[src/logic/timer_pkg.sv]
// constants, register map and shared decode for the period match timer
package timer_pkg;

	// register offsets on the plain register port
	localparam logic [2:0] ADDR_COUNT = 3'h0;
	localparam logic [2:0] ADDR_PERIOD = 3'h1;
	localparam logic [2:0] ADDR_CONTROL = 3'h2;
	localparam logic [2:0] ADDR_STATUS = 3'h3;
	localparam logic [2:0] ADDR_MASK = 3'h4;

	// timer_control field positions
	localparam int PRE_SEL_LSB = 0;
	localparam int RUN_BIT = 2;
	localparam int POST_SEL_LSB = 3;

	// status and mask layout
	localparam int MATCH_FLAG_BIT = 0;

	// reset values
	localparam logic [7:0] COUNT_RESET = 8'h00;
	localparam logic [7:0] PERIOD_RESET = 8'hff;
	localparam logic [6:0] CONTROL_RESET = 7'h00;

	// instruction clock is the oscillator divided by four
	localparam logic [1:0] INSTR_LAST = 2'h3;

	// prescaler terminal counts for 1:1, 1:4 and 1:16
	localparam logic [3:0] PRE_LAST_1 = 4'h0;
	localparam logic [3:0] PRE_LAST_4 = 4'h3;
	localparam logic [3:0] PRE_LAST_16 = 4'hf;

	function automatic logic [3:0] pre_limit(input logic [1:0] sel);
		case (sel)
			2'b00: pre_limit = PRE_LAST_1;
			2'b01: pre_limit = PRE_LAST_4;
			default: pre_limit = PRE_LAST_16;
		endcase
	endfunction

endpackage

[src/logic/tick_prescaler.sv]
// instruction clock divider and selectable prescaler
`timescale 1ns/100ps
`default_nettype none

module tick_prescaler
	import timer_pkg::*;
(
	input wire logic clk_sys,
	input wire logic nrst,
	input wire logic run,
	input wire logic clr,
	input wire logic [1:0] pre_divide_sel,
	output logic inc
);

	logic [1:0] phase_q;
	logic [1:0] phase_d;
	logic [3:0] pre_cnt_q;
	logic [3:0] pre_cnt_d;
	logic instr_tick;

	// phase runs free so a clear never shortens an instruction cycle
	assign instr_tick = (phase_q == INSTR_LAST);
	assign inc = run && instr_tick && !clr
		&& (pre_cnt_q == pre_limit(pre_divide_sel));

	always_comb begin
		phase_d = phase_q + 2'h1;
		pre_cnt_d = pre_cnt_q;
		if (clr) begin
			pre_cnt_d = 4'h0;
		end else if (run && instr_tick) begin
			if (pre_cnt_q == pre_limit(pre_divide_sel)) begin
				pre_cnt_d = 4'h0;
			end else begin
				pre_cnt_d = pre_cnt_q + 4'h1;
			end
		end
	end

	always_ff @(posedge clk_sys) begin
		if (!nrst) begin
			phase_q <= 2'h0;
			pre_cnt_q <= 4'h0;
		end else begin
			phase_q <= phase_d;
			pre_cnt_q <= pre_cnt_d;
		end
	end
endmodule // tick_prescaler

`default_nettype wire

[src/logic/period_match_timer.sv]
// 8-bit period match timer with prescaler, postscaler and interrupt
//
// The strobed register port and the address map are this design's own decisions.
`timescale 1ns/100ps
`default_nettype none

module period_match_timer
	import timer_pkg::*;
(
	input wire logic clk_sys,
	input wire logic nrst,
	input wire logic [2:0] addr,
	input wire logic [7:0] wdata,
	input wire logic wr_en,
	input wire logic rd_en,
	output logic [7:0] rdata,
	output logic irq,
	output logic post_pulse
);

	// architectural state
	logic [7:0] timer2_count_q;
	logic [7:0] timer2_count_d;
	logic [7:0] period_value_q;
	logic [7:0] period_value_d;
	logic [6:0] timer_control_q;
	logic [6:0] timer_control_d;
	logic match_flag_q;
	logic match_flag_d;
	logic match_irq_enable_q;
	logic match_irq_enable_d;

	// divider and output state
	logic [3:0] post_cnt_q;
	logic [3:0] post_cnt_d;
	logic post_pulse_q;
	logic post_pulse_d;
	logic irq_q;
	logic irq_d;
	logic [7:0] rdata_q;
	logic [7:0] rdata_d;

	// decoded strobes and fields
	logic wr_count;
	logic wr_period;
	logic wr_control;
	logic wr_status;
	logic wr_mask;
	logic timer_run;
	logic [1:0] pre_divide_sel;
	logic [3:0] post_divide_sel;
	logic div_clr;
	logic inc;
	logic at_match;
	logic wrap;
	logic post_fire;

	assign wr_count = wr_en && (addr == ADDR_COUNT);
	assign wr_period = wr_en && (addr == ADDR_PERIOD);
	assign wr_control = wr_en && (addr == ADDR_CONTROL);
	assign wr_status = wr_en && (addr == ADDR_STATUS);
	assign wr_mask = wr_en && (addr == ADDR_MASK);

	assign timer_run = timer_control_q[RUN_BIT];
	assign pre_divide_sel = timer_control_q[PRE_SEL_LSB +: 2];
	assign post_divide_sel = timer_control_q[POST_SEL_LSB +: 4];

	// prescaler and postscaler restart whenever software moves the count or the setup
	assign div_clr = wr_count || wr_control;

	tick_prescaler u_prescaler (
		.clk_sys(clk_sys),
		.nrst(nrst),
		.run(timer_run),
		.clr(div_clr),
		.pre_divide_sel(pre_divide_sel),
		.inc(inc)
	);

	// comparator is purely combinational, so it sees every count value
	assign at_match = (timer2_count_q == period_value_q);
	assign wrap = inc && at_match && !wr_count;
	assign post_fire = wrap && (post_cnt_q == post_divide_sel);

	// count and period
	always_comb begin
		timer2_count_d = timer2_count_q;
		period_value_d = period_value_q;
		if (wr_count) begin
			// software write wins over a pending increment
			timer2_count_d = wdata;
		end else if (inc) begin
			if (at_match) begin
				timer2_count_d = 8'h00;
			end else begin
				timer2_count_d = timer2_count_q + 8'h01;
			end
		end
		if (wr_period) begin
			period_value_d = wdata;
		end
	end

	always_ff @(posedge clk_sys) begin
		if (!nrst) begin
			timer2_count_q <= COUNT_RESET;
			period_value_q <= PERIOD_RESET;
		end else begin
			timer2_count_q <= timer2_count_d;
			period_value_q <= period_value_d;
		end
	end

	// control and postscaler
	always_comb begin
		timer_control_d = timer_control_q;
		post_cnt_d = post_cnt_q;
		post_pulse_d = 1'b0;
		if (wr_control) begin
			// count itself is left alone here
			timer_control_d = wdata[6:0];
		end
		if (div_clr) begin
			post_cnt_d = 4'h0;
		end else if (wrap) begin
			if (post_fire) begin
				post_cnt_d = 4'h0;
				post_pulse_d = 1'b1;
			end else begin
				post_cnt_d = post_cnt_q + 4'h1;
			end
		end
	end

	always_ff @(posedge clk_sys) begin
		if (!nrst) begin
			timer_control_q <= CONTROL_RESET;
			post_cnt_q <= 4'h0;
			post_pulse_q <= 1'b0;
		end else begin
			timer_control_q <= timer_control_d;
			post_cnt_q <= post_cnt_d;
			post_pulse_q <= post_pulse_d;
		end
	end

	// flag, enable and interrupt line
	always_comb begin
		match_flag_d = match_flag_q;
		match_irq_enable_d = match_irq_enable_q;
		if (wr_status && wdata[MATCH_FLAG_BIT]) begin
			match_flag_d = 1'b0;
		end
		// set after clear so a same-cycle event is never lost
		if (post_fire) begin
			match_flag_d = 1'b1;
		end
		if (wr_mask) begin
			match_irq_enable_d = wdata[MATCH_FLAG_BIT];
		end
		// from next values so irq tracks the flag in the same cycle
		irq_d = match_flag_d && match_irq_enable_d;
	end

	always_ff @(posedge clk_sys) begin
		if (!nrst) begin
			match_flag_q <= 1'b0;
			match_irq_enable_q <= 1'b0;
			irq_q <= 1'b0;
		end else begin
			match_flag_q <= match_flag_d;
			match_irq_enable_q <= match_irq_enable_d;
			irq_q <= irq_d;
		end
	end

	// read path: data valid only in the cycle after the strobe
	always_comb begin
		rdata_d = 8'h00;
		if (rd_en) begin
			case (addr)
				ADDR_COUNT: rdata_d = timer2_count_q;
				ADDR_PERIOD: rdata_d = period_value_q;
				ADDR_CONTROL: rdata_d = {1'b0, timer_control_q};
				ADDR_STATUS: rdata_d = {7'h00, match_flag_q};
				ADDR_MASK: rdata_d = {7'h00, match_irq_enable_q};
				default: rdata_d = 8'h00;
			endcase
		end
	end

	always_ff @(posedge clk_sys) begin
		if (!nrst) begin
			rdata_q <= 8'h00;
		end else begin
			rdata_q <= rdata_d;
		end
	end

	assign rdata = rdata_q;
	assign irq = irq_q;
	assign post_pulse = post_pulse_q;
endmodule // period_match_timer

`default_nettype wire

[config.mk]
export PLATFORM = sky130hd
export DESIGN_NAME = period_match_timer
export DESIGN_NICKNAME = d
export VERILOG_FILES = /design/src/logic/timer_pkg.sv /design/src/logic/tick_prescaler.sv /design/src/logic/period_match_timer.sv
export SDC_FILE = /design/constraint.sdc
export NUM_CORES = 1
export LEC_CHECK = 0
export BUFFER_PORTS_ARGS = -buffer_cell sky130_fd_sc_hd__buf_4
export CORE_MARGIN = 2
export CORE_UTILIZATION = 46
export DETAILED_ROUTE_END_ITERATION = 8
export GPL_TIMING_DRIVEN = 0
export HOLD_SLACK_MARGIN = 0.08
export PLACE_DENSITY = 0.64
export SLEW_MARGIN = 20
export SYNTH_ARGS = -nofsm -noshare
export SYNTH_HDL_FRONTEND = slang
export SYNTH_SLANG_ARGS = --single-unit
[constraint.sdc]
create_clock -name clk_sys -period 4.2 [get_ports clk_sys]
set_input_delay 0.21 -clock clk_sys [delete_from_list [all_inputs] [get_ports clk_sys]]
set_output_delay 0.21 -clock clk_sys [all_outputs]
set_load 0.005 [all_outputs]
==> results.md, run 1 <==
- Syn_nets: 288
- Total CTS buffers: 5
- CP Capture Type: flip-flop
- Worst-Margin Slew: 1.06 ns
- Num rows: 25
- Post-route cell area: about 0.0026 mm²
- DR pass1 iterations: 4
- Min-Delay Path Class: input pin to flip-flop
- Final std cells w/o fill: 366
- Distinct cells, synth: 45
- RePlAce Congestion: 0.837
- Status: finished clean
- WL/cell: 15.4 µm
- Initial Util: a little under half
- Worst-path fanout max: 10
- Initial antenna violation count: 0
- Clock sinks: 45
- Vias: 2022
- CTS Buffer Depth: 2
- Synth async-reset ratio: 0%
- # H-tree levels: 2
- Die Wd: 74.3 µm
- Post-DP HPWL: 4.16 mm
- Ratio of cells with drive above 1 in the final layout: 11.7%
- Hold Vio Cnt, Final: 0
- Register area share after synthesis: 39.6%
- Die Y: roughly 74 µm
- Hold Worst Slack: 0.127 ns
- Slew Limit Fails: 0
- FMAX: 0.385 GHz
- Fin crit share: 61.8%
- Share of power burned in registers: between 50% and 60%
- Reg clk slew, reported paths: approximately 0.090 ns
- Syn Inst Count: 269
- Critical path type: flip-flop to flip-flop
- Largest net degree at the start of global routing: 14
- Yosys reg bits: 45
- Slowest CP cell: a21boi_0
- Setup TNS: 0 ns
- Post-CTS Setup Inserts: 0
- Max-slew headroom: 28.2%
- Biggest cell delay along the critical path: 0.58 ns
- Die area: approximately 0.0055 mm²
- Mean Syn Cell Area: 8.46 µm²
- Fin nets: between 300 and 400
- Root Buffer: clkbuf_8
- Total track usage: 21.4%
- Post-synth EDFFs: 0
- Crit path time final: 2.60 ns
- Peak VDD IR: 0.182 mV
- Switching share of power: 24.8%
- Clock network fraction of total power: 35.6%
- Unrepaired setup endpoints after global routing: false
- Internal Power: 0.000623 W
- Syn Std Cell Area: 0.00227 mm²
- Later-pin clock latency in the skew report: 0.30 ns
- Logic pwr share: 10.3%
- CP required: 4.43 ns
- FILL cells: 473
- P per Cell Area: 316 mW/mm²
- Hold_buf cts: 0
- Cells along the critical path: or4_1, or4_4, a21boi_0, buf_2, nand4b_1, a21oi_1
- Ant. Diodes: 0
- Area grow syn2layout: 15.4%
- DP Area: 0.00252 mm²
- Max-cap viol count: 0
- Net Switching: 0.000205 W
- Final setup fails: 0
- Vias in the first global route: between 1500 and 2000
- Global-route wire length before repair: between 8 and 9 mm
- GRT overflow: 0
- Crit path launch type: flip-flop
- DRC Markers: 0
- Main flop type after synthesis: dfxtp_1
- Worst EP arrival: 2.83 ns
- Skew final: 0.0115 ns
- Avg Vias per Cell: 5.52
- Aggregate routed wire length: 5.63 mm
- Initial detailed-routing violation count: between 150 and 200
- Final core occ: 55.2%
- I/O pin total: 25
- Post_cts resized: 0
- Antenna-violating nets left: 0
- Core area: 0.00475 mm²
- Yosys Warn Count: 0
- PortBufs: 22
- Placed Cells: ~360
- Pleak: 1.05 nW
- CTS tree: built
-- layer usage --
layer	share of wire [%]	vias to the layer above	global-route usage, %
met1	48	957	30.5
li1	-	1012	-
met4	1.1	0	6.15
met2	47	47	32.7
met3	4.5	6	4.61
met5	0	-	0
-- final cells by class --
type | count | area, µm² | area share, %
Tap cell | 67 | 83.8 | 3.19
Buffer | 16 | 61.3 | 2.34
Multi-Input combinational cell | 206 | 1310 | 49.7
Clock buffer | 7 | 96.3 | 3.67
Clock inverter | 1 | 5.00 | 0.191
Timing Repair Buffer | 22 | 165 | 6.29
Inverter | 2 | 7.51 | 0.286
Sequential cell | 45 | 901 | 34.3
-- cell usage in the layout, fill, tap and decap left out, types with 3 or more instances in the layout --
cell type	Yosys	final
a211oi_1	3	3
a21boi_0	3	3
a21oi_1	14	14
a31oi_1	3	3
and2_1	4	4
and3_1	7	7
buf_4	0	22
clkbuf_1	13	13
clkbuf_8	0	7
dfxtp_1	45	45
ha_1	4	4
mux2i_1	15	15
nand2_1	29	29
nand3_1	24	24
nand3b_1	3	3
nand4_1	3	3
nand4b_1	3	3
nor2_1	22	22
nor2b_1	13	13
nor3_1	3	3
nor4_1	3	3
o21ai_0	10	10
o31ai_1	3	3
xnor2_1	4	4
xor2_1	11	11
-- sequential cells by signal (all words and copies together) (netlist names) --
register               count
post_pulse                 1
timer2_count_q             8
period_value_q             8
rdata                      8
u_prescaler.pre_cnt_q      4
u_prescaler.phase_q        2
post_cnt_q                 4
timer_control_q            7
match_flag_q               1
irq                        1
match_irq_enable_q         1
-- per-stage QoR --
stage	worst slack, ns	total power (W)
4_1_cts	1.63	0.000834
2_1_floorplan	1.93	0.000508
6_report	1.60	0.000829
3_5_place_dp	1.64	0.000543
5_1_grt	1.42	0.000862
3_3_place_gp	1.62	0.000542
-- power by group through the flow --
stage | clock network, W | logic (W) | registers, W
after floorplan | 0 | 0.0000538 | 0.000455
after global placement | 0 | 0.0000844 | 0.000457
after detailed placement | 0 | 0.0000849 | 0.000458
after CTS | 0.000301 | 0.0000851 | 0.000447
after global routing | 0.000318 | 0.0000946 | 0.000449
final | 0.000295 | 0.0000856 | 0.000448
-- critical path: cells and delay by family, from the launching register on --
kind                   cells  cell delay, ns
DFF                        1            0.34
AOI/OAI and AO/OA          2            0.73
buffers and inverters      1            0.36
and+or+nand+nor            3            1.10
-- worst paths after layout --
check | depth (start not counted) | endpoint | slack (ns) | start
max | 6 | post_cnt_q[1]$_SDFFE_PP0P_ | 1.60 | u_prescaler.pre_cnt_q[0]$_SDFFE_PP0N_
min | 2 | rdata[7]$_SDFF_PN0_ | 0.13 | addr[2]
max reg2reg | 6 | post_cnt_q[1]$_SDFFE_PP0P_ | 1.60 | u_prescaler.pre_cnt_q[0]$_SDFFE_PP0N_
min reg2reg | 1 | u_prescaler.phase_q[0]$_SDFF_PN0_ | 0.43 | u_prescaler.phase_q[0]$_SDFF_PN0_
-- cells in the mapped netlist (2+ instances only) --
| master | count | area share [%] |
|---|---|---|
| nor2_1 | 22 | 3.6 |
| a31oi_1 | 3 | 0.83 |
| nor4bb_1 | 2 | 0.88 |
| nand2_1 | 29 | 4.8 |
| nand3b_1 | 3 | 0.99 |
| nor4b_1 | 2 | 0.77 |
| a21oi_1 | 14 | 3.1 |
| xnor2_1 | 4 | 1.5 |
| a211oi_1 | 3 | 0.99 |
| ha_1 | 4 | 2.2 |
| xor2_1 | 11 | 4.2 |
| and3_1 | 7 | 1.9 |
| a211o_1 | 2 | 0.77 |
| nor2b_1 | 13 | 3.6 |
| and2_1 | 4 | 1.1 |
| nor3_1 | 3 | 0.66 |
| o21ai_0 | 10 | 2.2 |
| mux2i_1 | 15 | 6.6 |
| clkbuf_1 | 13 | 2.1 |
| nand3_1 | 24 | 5.3 |
| nand4b_1 | 3 | 1.2 |
| o31ai_1 | 3 | 0.99 |
| a21boi_0 | 3 | 0.99 |
| nor4_1 | 3 | 0.83 |
| dfxtp_1 | 45 | 40 |
| inv_1 | 2 | 0.33 |
| buf_1 | 2 | 0.33 |
| nand4_1 | 3 | 0.83 |
-- kinds of logic after synthesis --
group                    Yosys count  share of synthesized area (%)
AO/OA/AOI/OAI                     45                           12.5
XOR/XNOR                          15                           5.78
adder cells (fa/ha/maj)            4                           2.20
buffers and inverters             18                           3.03
flip-flops                        45                           39.6
multiplexers                      16                           7.59
AND/OR/NAND/NOR                  126                           29.3
No activity file was read; power rests on OpenSTA's default activity.
==> inputs of run 2 (changes only) <==
- clock period: 4.2 -> 2.7 ns (I/O delays scaled with it)
==> run 2 against run 1 <==
Combinational power increased by 66%; total power increased by 57%; highest routed layer unchanged; core utilization increased by 1.4 points; routed wire length increased by 2.2%; non-clock buffer count increased by 6; flip-flop and latch count unchanged.
==> results.md, run 2 (same netlist as run 1, synthesis figures left out) <==
- Worst-Margin Slew: 0.658 ns
- Die area: around 0.0055 mm²
- Root Buffer: clkbuf_8
- PortBufs: 22
- Slew Limit Fails: 0
- Setup TNS: 0 ns
- WL/cell: about 15 µm
- Initial detailed-routing violation count: around 180
- Critical path type: input pin to flip-flop
- Hold Vio Cnt, Final: 0
- Hold Worst Slack: 0.0801 ns
- Crit path launch type: input pin
- Worst EP arrival: 2.70 ns
- Fin nets: 323
- Largest net degree at the start of global routing: 14
- Global-route wire length before repair: 8.98 mm
- Placed Cells: 358
- Avg Vias per Cell: 5.49
- DR pass1 iterations: 5
- Biggest cell delay along the critical path: 0.55 ns
- Reg clk slew, reported paths: 0.08 ns
- Vias in the first global route: about 1800
- Skew final: 0.0133 ns
- RePlAce Congestion: 0.837
- Clock sinks: 45
- Final setup fails: 0
- Cells along the critical path: dlygate4sd3_1, buf_4, nor4bb_1, clkbuf_1, nor2_1, a21boi_1, buf_2, a31oi_1, o2bb2ai_1
- Commonest non-fill, non-tap cell in the layout: dfxtp_1
- P per Cell Area: between 400 and 500 mW/mm²
- # H-tree levels: 2
- Max-cap viol count: 0
- Ratio of cells with drive above 1 in the final layout: 11.8%
- Post-DP HPWL: about 4.2 mm
- CTS Buffer Depth: 2
- Most frequent cells in the layout: dfxtp_1, nand2_1, nand3_1, nor2_1, buf_4
- Min-Delay Path Class: input pin to flip-flop
- FMAX: ~0.4 GHz
- Buf+Inv Stages, Crit Path: 4
- Crit path time final: 2.51 ns
- Ant. Diodes: 0
- Total CTS buffers: 5
- Later-pin clock latency in the skew report: roughly 0.3 ns
- Peak VDD IR: 0.283 mV
- Core area: 0.00475 mm²
- Total track usage: 21.7%
- Final std cells w/o fill: 372
- Num rows: 25
- Antenna-violating nets left: 0
- I/O pin total: 25
- Top Family by Delay on Critical Path: buffers and inverters
- Pleak: 1.08 nW
- CP required: 2.89 ns
- Aggregate routed wire length: around 5.8 mm
- CTS tree: built
- Post-route cell area: 0.00269 mm²
- GRT overflow: 0
- Die Y: 74.3 µm
- Slowest CP cell: clkbuf_1
- Status: finished clean
- Fin crit share: 92.9%
- CP Capture Type: flip-flop
- Vias: 2041
- DRC Markers: 0
- Initial Util: between 40% and 50%
- Worst-path fanout max: 10
- Initial antenna violation count: 0
- Area grow syn2layout: 18.3%
- Max-slew headroom: 56.1%
- Die Wd: approximately 74 µm
- DP Area: around 0.0025 mm²
[run 2: cell count changes in the layout (fill, tap and decap cells not counted)]
cell and delta:
a21boi_0 -1, a21boi_1 +1, nor4b_2 +1, nor4b_1 -1
dlygate4sd3_1 +6
[run 2: area by class of cell]
cell class,count,area (µm²)
inverters,2,7.51
clock buffers,7,96.3
multi-input cells,206,1310
fillers,465,2060
flip-flops and latches,45,901
plain buffers,16,61.3
repair buffers,28,225
clock inverters,1,5.00
well taps,67,83.8
[run 2: path summary, 6_finish.rpt]
path | start | end | slack (ns) | depth (start not counted)
setup / recovery | addr[2] | timer2_count_q[2]$_SDFFE_PN0P_ | 0.19 | 9
hold / removal | wdata[1] | period_value_q[1]$_SDFFE_PN1P_ | 0.08 | 3
setup reg to reg | u_prescaler.pre_cnt_q[0]$_SDFFE_PP0N_ | post_cnt_q[1]$_SDFFE_PP0P_ | 0.30 | 6
hold reg to reg | u_prescaler.phase_q[0]$_SDFF_PN0_ | u_prescaler.phase_q[0]$_SDFF_PN0_ | 0.43 | 1
[run 2: where the power goes]
group | internal [W] | switching (W)
logic | 0.0000638 | 0.0000784
registers | 0.000680 | 0.0000163
clock network | 0.000231 | 0.000227
[run 2: worst register-to-register path: cells and delay by family, from the launching register on]
family | cells | cell delay, ns
compound gates | 2 | 0.57
buf+inv | 1 | 0.33
flops | 1 | 0.34
simple gates | 3 | 1.10
[run 2: per-stage QoR]
| step | setup WS [ns] | power, W | util (%) |
|---|---|---|---|
| finish | 0.192 | 0.00130 | 56.6 |
| CTS | 0.128 | 0.00130 | 56.5 |
| global placement | 0.121 | 0.000843 | 53.1 |
| floorplan | 0.427 | 0.000791 | - |
| global route | -0.0146 | 0.00135 | 56.6 |
| detailed placement | 0.135 | 0.000844 | 53.1 |
[run 2: timing repair]
action,in CTS,in global routing
setup buffers,0,0
hold buffers,6,0
endpoints found under the setup margin,0,10
hold endpoints to repair,7,0
gates resized for setup,0,2
[run 2: per-layer routing]
metal	track usage [%]	wire, µm
met3	4.61	347
met5	0	0
met2	33.0	2660
met4	6.15	62
met1	31.3	2680
